<file path="src/inc/msp_map.svh">
// Purpose: Register offsets, field positions and timing constants for the port mux
// Assumes: Avalon-MM word addressing, 32-bit data
// Notes:   Included by the package and the design file
`ifndef MSP_MAP_SVH
`define MSP_MAP_SVH
`define MSP_NUM_PORTS      20
`define MSP_ADDR_W         7
`define MSP_CFG_BASE       7'h00
`define MSP_DAC_BASE       7'h20
`define MSP_OUT_ADDR       7'h40
`define MSP_IN_ADDR        7'h41
`define MSP_ERR_ADDR       7'h42
`define MSP_FC_HI          15
`define MSP_FC_LO          12
`define MSP_INV_BIT        11
`define MSP_RNG_HI         10
`define MSP_RNG_LO         8
`define MSP_SMP_HI         7
`define MSP_SMP_LO         5
`define MSP_ASC_HI         4
`define MSP_ASC_LO         0
`define MSP_CFG_RESET      16'h0000
`define MSP_DAC_RESET      12'h000
`define MSP_SETTLE_MS      1
`define MSP_CLK_KHZ        40000
`endif

</file>
<file path="src/inc/msp_pkg.sv">
// Purpose: Types for the mixed-signal port function mux
// Assumes: msp_map.svh constants
// Notes:   Function codes follow the configuration word encoding
package msp_pkg;
`include "msp_map.svh"
   typedef enum logic [3:0] {
      MSP_FN_HIZ      = 4'h0,
      MSP_FN_THR_IN   = 4'h1,
      MSP_FN_XLATE    = 4'h2,
      MSP_FN_REG_OUT  = 4'h3,
      MSP_FN_PATH_OUT = 4'h4,
      MSP_FN_AOUT     = 4'h5,
      MSP_FN_AOUT_MON = 4'h6,
      MSP_FN_SE_IN    = 4'h7,
      MSP_FN_DIFF_P   = 4'h8,
      MSP_FN_DIFF_N   = 4'h9,
      MSP_FN_PSD_N    = 4'hA,
      MSP_FN_SW_GPI   = 4'hB,
      MSP_FN_SW_REG   = 4'hC
   } msp_func_t;

   typedef struct packed {
      logic [3:0]  port_function_code;
      logic [11:0] port_function_param;
   } msp_cfg_t;

   // Per-port drive request presented to the analog front end
   typedef struct packed {
      logic        dig_oe;       // Digital output driven
      logic        dig_val;      // Digital output level
      logic        aout_en;      // Converter output enabled
      logic        sample_en;    // Port sampled by the converter
      logic        diff_neg;     // Port is a negative sampling input
      logic        thr_in;       // Threshold comparator enabled
      logic        xlate_en;     // Level translator to next port
      logic        sample_reference_select;
      logic [2:0]  range;
      logic [2:0]  samples;
      logic [4:0]  pair_port;
      logic [11:0] level;        // Converter value: high level, threshold or voltage
   } msp_ctl_t;
endpackage

</file>
<file path="src/rtl/msp_port_mux.sv">
// Purpose: Per-port function selection for a 20-port mixed-signal I/O block
// Assumes: Comparator outputs arrive asynchronously on port_sense_i
// Notes:   Analog settling is done by the front end; this logic holds the controls
`timescale 1ns/1ps
`include "msp_map.svh"

// Contract
// [RULE1] Code 3 drives output state bit, converter high
// [RULE2] Software loads level, waits 1ms first
// [RULE3] Code 4 copies associated port's sensed state
// [RULE4] Invert flag complements path output
// [RULE5] Many path outputs may share one input
// [RULE6] Software configures source input before path output
// [RULE7] Code 5 drives analog converter value
// [RULE8] Analog output accepts range codes 1 to 3
// [RULE9] Software limits data for 2.5V ranges
// [RULE10] Code 6 converter output with monitoring
// [RULE11] Code 7 single-ended input with averaging
// [RULE12] Code 8 differential positive, names negative port
// [RULE13] Code 9 differential negative input
// [RULE14] Code 10 output plus pseudo-differential negative
// [RULE15] Software configures associated ports compatibly
// [RULE16] Word: code 15:12, parameter 11:0
// [RULE17] Code 0 is high impedance
// [RULE18] Code 1 threshold digital input
// [RULE19] Code 2 translator with next port
// [RULE20] Codes 13 to 15 behave as high impedance
module msp_port_mux #(
   parameter int NPORTS = `MSP_NUM_PORTS
) (
   input  wire logic                    core_clk_i,
   input  wire logic                    reset_i,
   input  wire logic [`MSP_ADDR_W-1:0]  avs_address_i,
   input  wire logic                    avs_read_i,
   input  wire logic                    avs_write_i,
   input  wire logic [31:0]             avs_writedata_i,
   input  wire logic [3:0]              avs_byteenable_i,
   output logic      [31:0]             avs_readdata_o,
   output logic                         avs_waitrequest_o,
   output logic      [1:0]              avs_response_o,
   input  wire logic [NPORTS-1:0]       port_sense_i,
   output msp_pkg::msp_ctl_t            port_ctl_o [NPORTS],
   output logic      [NPORTS-1:0]       config_error_o
);
   import msp_pkg::*;

   msp_cfg_t          cfg_reg [NPORTS];
   logic [11:0]       dac_reg [NPORTS];
   logic [NPORTS-1:0] output_state_bits_reg;
   logic [NPORTS-1:0] sense_meta_reg;
   logic [NPORTS-1:0] sense_reg;
   logic              wait_reg;
   logic [31:0]       rdata_reg;
   logic [1:0]        resp_reg;
   msp_ctl_t          ctl_next [NPORTS];
   logic [NPORTS-1:0] err_next;

   // Bus decode
   wire       req      = (avs_read_i | avs_write_i) & wait_reg;
   wire       in_cfg   = avs_address_i < (`MSP_CFG_BASE + NPORTS[`MSP_ADDR_W-1:0]);
   wire       in_dac   = (avs_address_i >= `MSP_DAC_BASE)
                       & (avs_address_i < (`MSP_DAC_BASE + NPORTS[`MSP_ADDR_W-1:0]));
   wire [4:0] cfg_idx  = 5'(avs_address_i - `MSP_CFG_BASE);
   wire [4:0] dac_idx  = 5'(avs_address_i - `MSP_DAC_BASE);
   wire       is_out   = avs_address_i == `MSP_OUT_ADDR;
   wire       is_in    = avs_address_i == `MSP_IN_ADDR;
   wire       is_err   = avs_address_i == `MSP_ERR_ADDR;
   wire       mapped   = in_cfg | in_dac | is_out | is_in | is_err;
   wire       wr_go    = req & avs_write_i;
   wire [15:0] wmask   = {{8{avs_byteenable_i[1]}}, {8{avs_byteenable_i[0]}}};
   wire [31:0] wmask32 = {{8{avs_byteenable_i[3]}}, {8{avs_byteenable_i[2]}}, wmask};

   logic [31:0] rd_mux;
   always_comb begin
      rd_mux = 32'h0000_0000;
      if (in_cfg) begin
         rd_mux[15:0] = cfg_reg[cfg_idx];
      end else if (in_dac) begin
         rd_mux[11:0] = dac_reg[dac_idx];
      end else if (is_out) begin
         rd_mux[NPORTS-1:0] = output_state_bits_reg;
      end else if (is_in) begin
         rd_mux[NPORTS-1:0] = sense_reg;
      end else if (is_err) begin
         rd_mux[NPORTS-1:0] = config_error_o;
      end
   end

   // One wait state: answer on the edge after the request is seen
   // Waitrequest has its own flop so the pin carries no gate
   always_ff @(posedge core_clk_i) begin
      if (reset_i) begin
         wait_reg  <= 1'b1;
         rdata_reg <= 32'h0000_0000;
         resp_reg  <= 2'h0;
      end else begin
         wait_reg  <= ~req;
         rdata_reg <= (req & avs_read_i) ? rd_mux : 32'h0000_0000;
         resp_reg  <= (req & ~mapped) ? 2'h2 : 2'h0;
      end
   end

   assign avs_waitrequest_o = wait_reg;
   assign avs_readdata_o    = rdata_reg;
   assign avs_response_o    = resp_reg;

   // Register file
   always_ff @(posedge core_clk_i) begin
      if (reset_i) begin
         for (int i = 0; i < NPORTS; i++) begin
            cfg_reg[i] <= `MSP_CFG_RESET;
            dac_reg[i] <= `MSP_DAC_RESET;
         end
         output_state_bits_reg <= '0;
      end else if (wr_go) begin
         if (in_cfg) begin
            cfg_reg[cfg_idx] <= (cfg_reg[cfg_idx] & ~wmask)
                              | (avs_writedata_i[15:0] & wmask); // [RULE16]
         end
         if (in_dac) begin
            dac_reg[dac_idx] <= (dac_reg[dac_idx] & ~wmask[11:0])
                              | (avs_writedata_i[11:0] & wmask[11:0]);
         end
         if (is_out) begin
            output_state_bits_reg <= (output_state_bits_reg & ~wmask32[NPORTS-1:0])
                                   | (avs_writedata_i[NPORTS-1:0] & wmask32[NPORTS-1:0]);
         end
      end
   end

   // Comparator results cross in from the analog side
   always_ff @(posedge core_clk_i) begin
      if (reset_i) begin
         sense_meta_reg <= '0;
         sense_reg      <= '0;
      end else begin
         sense_meta_reg <= port_sense_i;
         sense_reg      <= sense_meta_reg;
      end
   end

   // Function decode per port
   always_comb begin
      for (int i = 0; i < NPORTS; i++) begin
         logic [3:0]  fc;
         logic [11:0] pr;
         logic [4:0]  asc;
         logic        src;
         fc  = cfg_reg[i].port_function_code;
         pr  = cfg_reg[i].port_function_param;
         asc = pr[`MSP_ASC_HI:`MSP_ASC_LO];
         // Any number of ports may read the same source
         src = (asc < NPORTS[4:0]) ? sense_reg[asc] : 1'b0; // [RULE5]
         ctl_next[i] = '0;
         err_next[i] = 1'b0;
         ctl_next[i].level                   = dac_reg[i];
         ctl_next[i].range                   = pr[`MSP_RNG_HI:`MSP_RNG_LO];
         ctl_next[i].sample_reference_select = pr[`MSP_INV_BIT];
         unique case (fc)
            MSP_FN_HIZ: begin
               ctl_next[i] = '0; // [RULE17]
            end
            MSP_FN_THR_IN: begin
               ctl_next[i].thr_in = 1'b1; // [RULE18]
            end
            MSP_FN_XLATE: begin
               // Last port has no upper neighbour; neighbour must be idle
               if (i == NPORTS - 1) begin
                  err_next[i] = 1'b1; // [RULE19]
               end else begin
                  ctl_next[i].xlate_en = 1'b1; // [RULE19]
                  ctl_next[i].thr_in   = 1'b1;
                  err_next[i] = cfg_reg[(i + 1) % NPORTS].port_function_code != MSP_FN_HIZ;
               end
            end
            MSP_FN_REG_OUT: begin
               ctl_next[i].dig_oe  = 1'b1; // [RULE1]
               ctl_next[i].dig_val = output_state_bits_reg[i]; // [RULE1]
            end
            MSP_FN_PATH_OUT: begin
               ctl_next[i].dig_oe  = 1'b1; // [RULE3]
               ctl_next[i].dig_val = src ^ pr[`MSP_INV_BIT]; // [RULE4]
               ctl_next[i].pair_port = asc;
               ctl_next[i].sample_reference_select = 1'b0;
               err_next[i] = asc >= NPORTS[4:0];
            end
            MSP_FN_AOUT: begin
               ctl_next[i].aout_en = 1'b1; // [RULE7]
               ctl_next[i].sample_reference_select = 1'b0;
               // Bad range leaves the output off rather than guess a span
               if (pr[`MSP_RNG_HI:`MSP_RNG_LO] == 3'h0 || pr[`MSP_RNG_HI:`MSP_RNG_LO] > 3'h3) begin
                  ctl_next[i].aout_en = 1'b0; // [RULE8]
                  err_next[i] = 1'b1; // [RULE8]
               end
            end
            MSP_FN_AOUT_MON: begin
               ctl_next[i].aout_en   = 1'b1; // [RULE10]
               ctl_next[i].sample_en = 1'b1; // [RULE10]
            end
            MSP_FN_SE_IN: begin
               ctl_next[i].sample_en = 1'b1; // [RULE11]
               ctl_next[i].samples   = pr[`MSP_SMP_HI:`MSP_SMP_LO]; // [RULE11]
            end
            MSP_FN_DIFF_P: begin
               ctl_next[i].sample_en = 1'b1; // [RULE12]
               ctl_next[i].samples   = pr[`MSP_SMP_HI:`MSP_SMP_LO];
               ctl_next[i].pair_port = asc; // [RULE12]
               err_next[i] = asc >= NPORTS[4:0];
            end
            MSP_FN_DIFF_N: begin
               ctl_next[i].sample_en = 1'b1; // [RULE13]
               ctl_next[i].diff_neg  = 1'b1; // [RULE13]
            end
            MSP_FN_PSD_N: begin
               ctl_next[i].aout_en   = 1'b1; // [RULE14]
               ctl_next[i].sample_en = 1'b1;
               ctl_next[i].diff_neg  = 1'b1; // [RULE14]
            end
            MSP_FN_SW_GPI, MSP_FN_SW_REG: begin
               // Analog switch handled by the switch block; no drive here
               ctl_next[i] = '0;
            end
            default: begin
               ctl_next[i] = '0; // [RULE20]
               err_next[i] = 1'b1; // [RULE20]
            end
         endcase
      end
   end

   always_ff @(posedge core_clk_i) begin
      if (reset_i) begin
         for (int i = 0; i < NPORTS; i++) begin
            port_ctl_o[i] <= '0;
         end
         config_error_o <= '0;
      end else begin
         port_ctl_o     <= ctl_next;
         config_error_o <= err_next;
      end
   end

endmodule

</file>
<file path="config.mk">
export PLATFORM = sky130hd
export DESIGN_NAME = msp_port_mux
export DESIGN_NICKNAME = d
export VERILOG_FILES = /design/src/inc/msp_pkg.sv /design/src/rtl/msp_port_mux.sv
export VERILOG_INCLUDE_DIRS = /design/src /design/src/inc
export SDC_FILE = /design/constraint.sdc
export NUM_CORES = 2
export LEC_CHECK = 0
export ABC_AREA = 1
export CORE_ASPECT_RATIO = 1.2
export CORE_UTILIZATION = 42
export DETAILED_ROUTE_END_ITERATION = 8
export DONT_BUFFER_PORTS = 1
export GPL_TIMING_DRIVEN = 0
export HOLD_SLACK_MARGIN = 0.06
export PLACE_DENSITY = 0.62
export SLEW_MARGIN = 10
export SYNTH_ARGS = -nofsm -noshare
export SYNTH_HDL_FRONTEND = slang
export SYNTH_SLANG_ARGS = --single-unit
export TNS_END_PERCENT = 10
</file>
<file path="constraint.sdc">
create_clock -name core_clk_i -period 3.7 [get_ports core_clk_i]
set_input_delay 0.74 -clock core_clk_i [delete_from_list [all_inputs] [get_ports core_clk_i]]
set_output_delay 0.74 -clock core_clk_i [all_outputs]
set_load 0.005 [all_outputs]
</file>
# Yosys cells after proc, flatten, opt, wreduce, memory -nomap -nowiden
# Memory sizes are Yosys's and may differ from the RTL's. A register that Yosys moved wholly into a read port is not among the register bits.
# Cells that the tools add are included.
# classes
n_reduce_logical,343
n_bitwise,125
n_eq_ne,243
addsub,1
mux,262
n_lt_le_gt_ge,83
# ops
cell,n
$eq A4 B4 Y1 const B,100
$reduce_or A2 Y1,180
$eq A4 B3 Y1 const B,80
$reduce_or A10 Y1,20
$reduce_or A9 Y1,20
$mux W1,171
$eq A4 B2 Y1 const B,40
$reduce_or A8 Y1,20
$lt A5 B6 Y1 const B,20
$bmux W1 S5,20
$ge A5 B5 Y1 const B,20
$lt A5 B5 Y1 const B,20
$reduce_or A5 Y1,20
$not A1 Y1,83
$eq A4 B1 Y1 const B,20
$logic_not A4 Y1,20
$pmux W2 S2,20
$pmux W1 S4,19
$reduce_bool A4 Y1,19
$gt A3 B2 Y1 const B,20
$logic_not A3 Y1,20
$mux W20,3
$and A20 B20 Y20,2
$pmux W1 S2,20
27 further kinds,80
# totals
out_inout_bits,675
memories,2
regBits,495
input_bits,67
elab_cells,1288
ramBits,560
# memory_table
memory,words,word_bits,rd,rd_ports_with_merged_regs,write_ports,line,text
cfg_reg,20,16,21,0,20,msp_port_mux.sv:47,msp_cfg_t cfg_reg [NPORTS];
dac_reg,20,12,21,20,20,msp_port_mux.sv:48,logic [11:0] dac_reg [NPORTS];

# Longest topological paths before layout
# logic_depth
ltp_word,9
mapped_depth,15
mapped_depth_nobuf,13

# Least setup slack after synthesis
# Ideal clock, no wire load.
# synth_path
path_type,input-to-reg
start,input port avs_address_i[4]
end,memory cfg_reg[13][0] (netlist name) (enable)
setup_slack_ps,921
required_time_ps,3328
n_path_buf,3
setup_time_ps,372
t_arrival_ps,2407
path_stages,14
cell_sequence,buf_2 > nand2_1 > nor2_1 > inv_2 > nand3_1 > inv_2 > nand2_1 > inv_2 > nand2_1 > inv_2 > buf_8 > nand3_4 > buf_2 > nand2_1
# synth_lines
item,line,text
start: declaration,msp_port_mux.sv:33,"input wire logic [`MSP_ADDR_W-1:0] avs_address_i,"
end: declaration,msp_port_mux.sv:47,

==> impl_metrics.tcl <==
set metrics [dict create \
    synth_async_sr_flop_share_pct 0 \
    crit_slowest_cell "clkbuf_1" \
    clock_skew_ns 0.0451 \
    pwr-share-comb_pct 9.0 \
    dp_cells 9851 \
    post_cts_buffers 0 \
    peakVddDrop_mv 0.453 \
    coreArea_um2 157000 \
    critPathKind "in -> reg" \
    area_growth_syn_to_layout_pct 14.9 \
    drc_errors 0 \
    drt-wirelength-per-cell_um 33.1 \
    final_area_um2 76100 \
    cp_cell_sequence "clkbuf_2 > inv_1 > clkbuf_2 > clkbuf_1 > nand2_1" \
    intPower_mw 30.1 \
    rsz0062_at_grt "false" \
    outcome "complete, but fails checks" \
    grt.overflow.total 0 \
    fin_tns_setup_ns -15.00 \
    first_iter_violations 10446 \
    vias 59779 \
    p_total_mw 41.3 \
    finalNonFillerCells 10199 \
    min_path_type "in -> reg" \
    violations "negative setup slack" \
    fmax_mhz 255 \
    slew_violations 0 \
    min_from "avs_writedata_i[17]" \
    seq_area_frac_synth_pct 62.4 \
    arrival_ns 4.26 \
    grt_pass1_wl_mm 443 \
    cts-root-buf "clkbuf_16" \
    min_path_cells 2 \
    largest_reg_flops 619 \
    hpwl_mm 259 \
    synth_area_um2 66300 \
    rows 159 \
    ios 742 \
    drtPass1Iterations 7 \
    yosys_warnings 0 \
    leakage_nw 31.7 \
    cp-end-kind "register" \
    synth_edf_count 896 \
    seq_power_share_pct 49.0 \
    htreeDepth 4 \
    power_density_nw_per_um2 543 \
    clk_latency_ns 0.87 \
    grt_max_degree 20 \
    slowest_delay_ns 1.03 \
    finalHoldViolCount 0 \
    die_width_um 365 \
    min_period_ns 3.93 \
    r2r_setup_slack_ns 0 \
    layout.nets 8009 \
    synth.distinct_cells 46 \
    setup_viol 224 \
    drive_above_1_share_pct 6.50 \
    dieArea_um2 159000 \
    ant_nets 0 \
    port-buffer-count 0 \
    maxCapViolCount 0 \
    cp_num_buf_inv 4 \
    rr_endpoint "cfg_reg[16][3]$_SDFFCE_PN0P_" \
    crit_top_cell "clkbuf_2" \
    grt_usage_pct 41.2 \
    die_h_um 437 \
    start_kind "primary input" \
    max_slew_margin_pct 3.49 \
    clock-sinks 1617 \
    worstPathMaxFanout 19 \
    p_sw_mw 11.2 \
    numCtsBuffers 160 \
    fin_ws_ns -0.227 \
    cp_top_family "buffers and inverters" \
    synth-main-ff-cell "edfxtp_1" \
    dp_slack_ns -1.63 \
    grt_pass1_vias 54429 \
    clock_path_buffers 3 \
    start_util_pct 42.3 \
    worstMarginPinSlew_ns 1.45 \
    syn_avg_cell_area_um2 8.94 \
    ys_ff_latch 1617 \
    place.gp.congestion 1.07 \
    worstPathRequired_ns 4.04 \
    clkTransAtPathRegs_ns 0.07 \
    syn_inst 7409 \
    final.period_utilization_pct 106 \
    r2r_start "avs_waitrequest_o$_SDFF_PP1_" \
    sw_frac_of_total_pct 27.1 \
    drt-total-wl_mm 338 \
    cts_tree "yes" \
    placed_area_um2 70200 \
    r2r_cells 7 \
    antenna_found_initial 47 \
    clkPwrFrac_pct 42.1 \
    viasPerCell 5.86 \
]
[worst max-delay path by stage]
stage                                start                      endpoint  slack (ns)  cells after the start
final                              reset_i  cfg_reg[16][3]$_SDFFCE_PN0P_       -0.23                      5
after global routing      avs_address_i[0]     cfg_reg[24][11]$_DFFE_PP_        0.03                     12
after CTS                 avs_address_i[0]     cfg_reg[30][14]$_DFFE_PP_        0.02                     12
after floorplan           avs_address_i[4]  cfg_reg[13][0]$_SDFFCE_PN0P_        0.92                     14
after global placement             reset_i  cfg_reg[16][0]$_SDFFCE_PN0P_       -2.28                      6
after detailed placement           reset_i  cfg_reg[16][0]$_SDFFCE_PN0P_       -1.63                      6
[worst reg2reg max path: cells and delay by family, from the launching register on]
kind                   cells  cell delay (ns)
flip-flops                 1             0.47
AND/OR/NAND/NOR            6             2.47
buffers and inverters      1             0.36
[cells in the mapped netlist, types with 9 or more instances]
cell type,n,area share [%]
clkinv_1,20,0.11
nor4_1,26,0.25
buf_2,174,1.3
nand3_4,9,0.24
inv_2,12,0.068
nor3_1,24,0.18
o211ai_1,22,0.25
buf_1,14,0.079
nand2_1,1667,9.4
o21ai_0,199,1.5
o22a_1,9,0.12
edfxtp_1,896,41
a31oi_1,21,0.20
dfxtp_1,721,22
buf_4,29,0.33
a21oi_1,757,5.7
o22ai_1,60,0.57
inv_1,753,4.3
nor2_1,1263,7.2
nand3_1,338,2.6
nand4_1,101,0.95
a22oi_1,48,0.54
clkbuf_1,194,1.1
[stage by stage]
| step | hold WS [ns] | util [%] |
|---|---|---|
| finish | 0.0857 | 48.6 |
| floorplan | 0.388 | - |
| global route | 0.103 | 48.6 |
| detailed placement | 0.398 | 44.8 |
| global placement | 0.405 | 44.8 |
| CTS | 0.0610 | 48.6 |
[power by group through the flow]
stage                     Sequential, mW  Clock [mW]  Combinational (mW)
final                               20.2        17.4                3.71
after global routing                20.3        18.0                3.74
after CTS                           20.2        17.3                3.47
after detailed placement            20.6           0                3.43
after global placement              20.6           0                3.42
after floorplan                     20.4           0                1.78
[timing repair]
item	4_1_cts	5_1_grt
gates cloned	0	0
gates resized for setup	1	4
hold buffers	23	0
setup endpoints to repair	561	36
hold endpoints to repair	23	0
[cell families (layout without fill, tap and decap cells)]
kind of cell	Yosys count	in the layout	synth area share, %
flip-flops	1617	1617	62.4
buffers and inverters	1201	1521	7.34
AND/OR/NAND/NOR	3450	3450	21.1
AO/OA/AOI/OAI	1140	1140	9.16
other	1	378	0.00566
[placed cells by master, fill, tap and decap left out, drive strengths merged]
cell type / netlist / layout
clkinvlp: 0 / 4
nor2: 1270 / 1270
a31oi: 21 / 21
o21ai: 207 / 207
nand4: 101 / 101
a211oi: 1 / 1
edfxtp: 896 / 896
a22oi: 48 / 48
o22ai: 60 / 60
a221oi: 2 / 2
o31ai: 1 / 1
a311oi: 1 / 1
nor3: 29 / 29
dlygate4sd3: 0 / 23
a21oi: 757 / 757
or2: 5 / 5
o2111ai: 1 / 1
nor4: 26 / 26
dfxtp: 721 / 721
bufinv: 0 / 10
o32ai: 1 / 1
a41oi: 4 / 4
o22a: 9 / 9
o311ai: 1 / 1
nand2: 1670 / 1670
inv: 767 / 794
clkinv: 20 / 62
buf: 220 / 220
a22o: 1 / 1
clkbuf: 194 / 408
o21a: 2 / 2
o221ai: 1 / 1
o211ai: 22 / 22
nand3: 349 / 349
diode: 0 / 28
conb: 1 / 350
[metal layers]
layer / vias up / part of all wire [%] / global-route usage (%)
met5: - / 0.081 / 0
met3: 1255 / 13 / 13.4
met4: 38 / 10 / 35.7
met1: 28474 / 34 / 48.7
li1: 24947 / - / -
met2: 5065 / 42 / 60.0
[final cells by class]
class | count | area (µm²)
diodes | 28 | 70.1
plain buffers | 413 | 1920
clock buffers | 215 | 4670
clock inverters | 83 | 933
fillers | 15257 | 80500
inverters | 787 | 2960
multi-input cells | 4940 | 21400
flip-flops and latches | 1617 | 41300
well taps | 2093 | 2620
repair buffers | 23 | 230
Power figures use the tool's default switching activity.
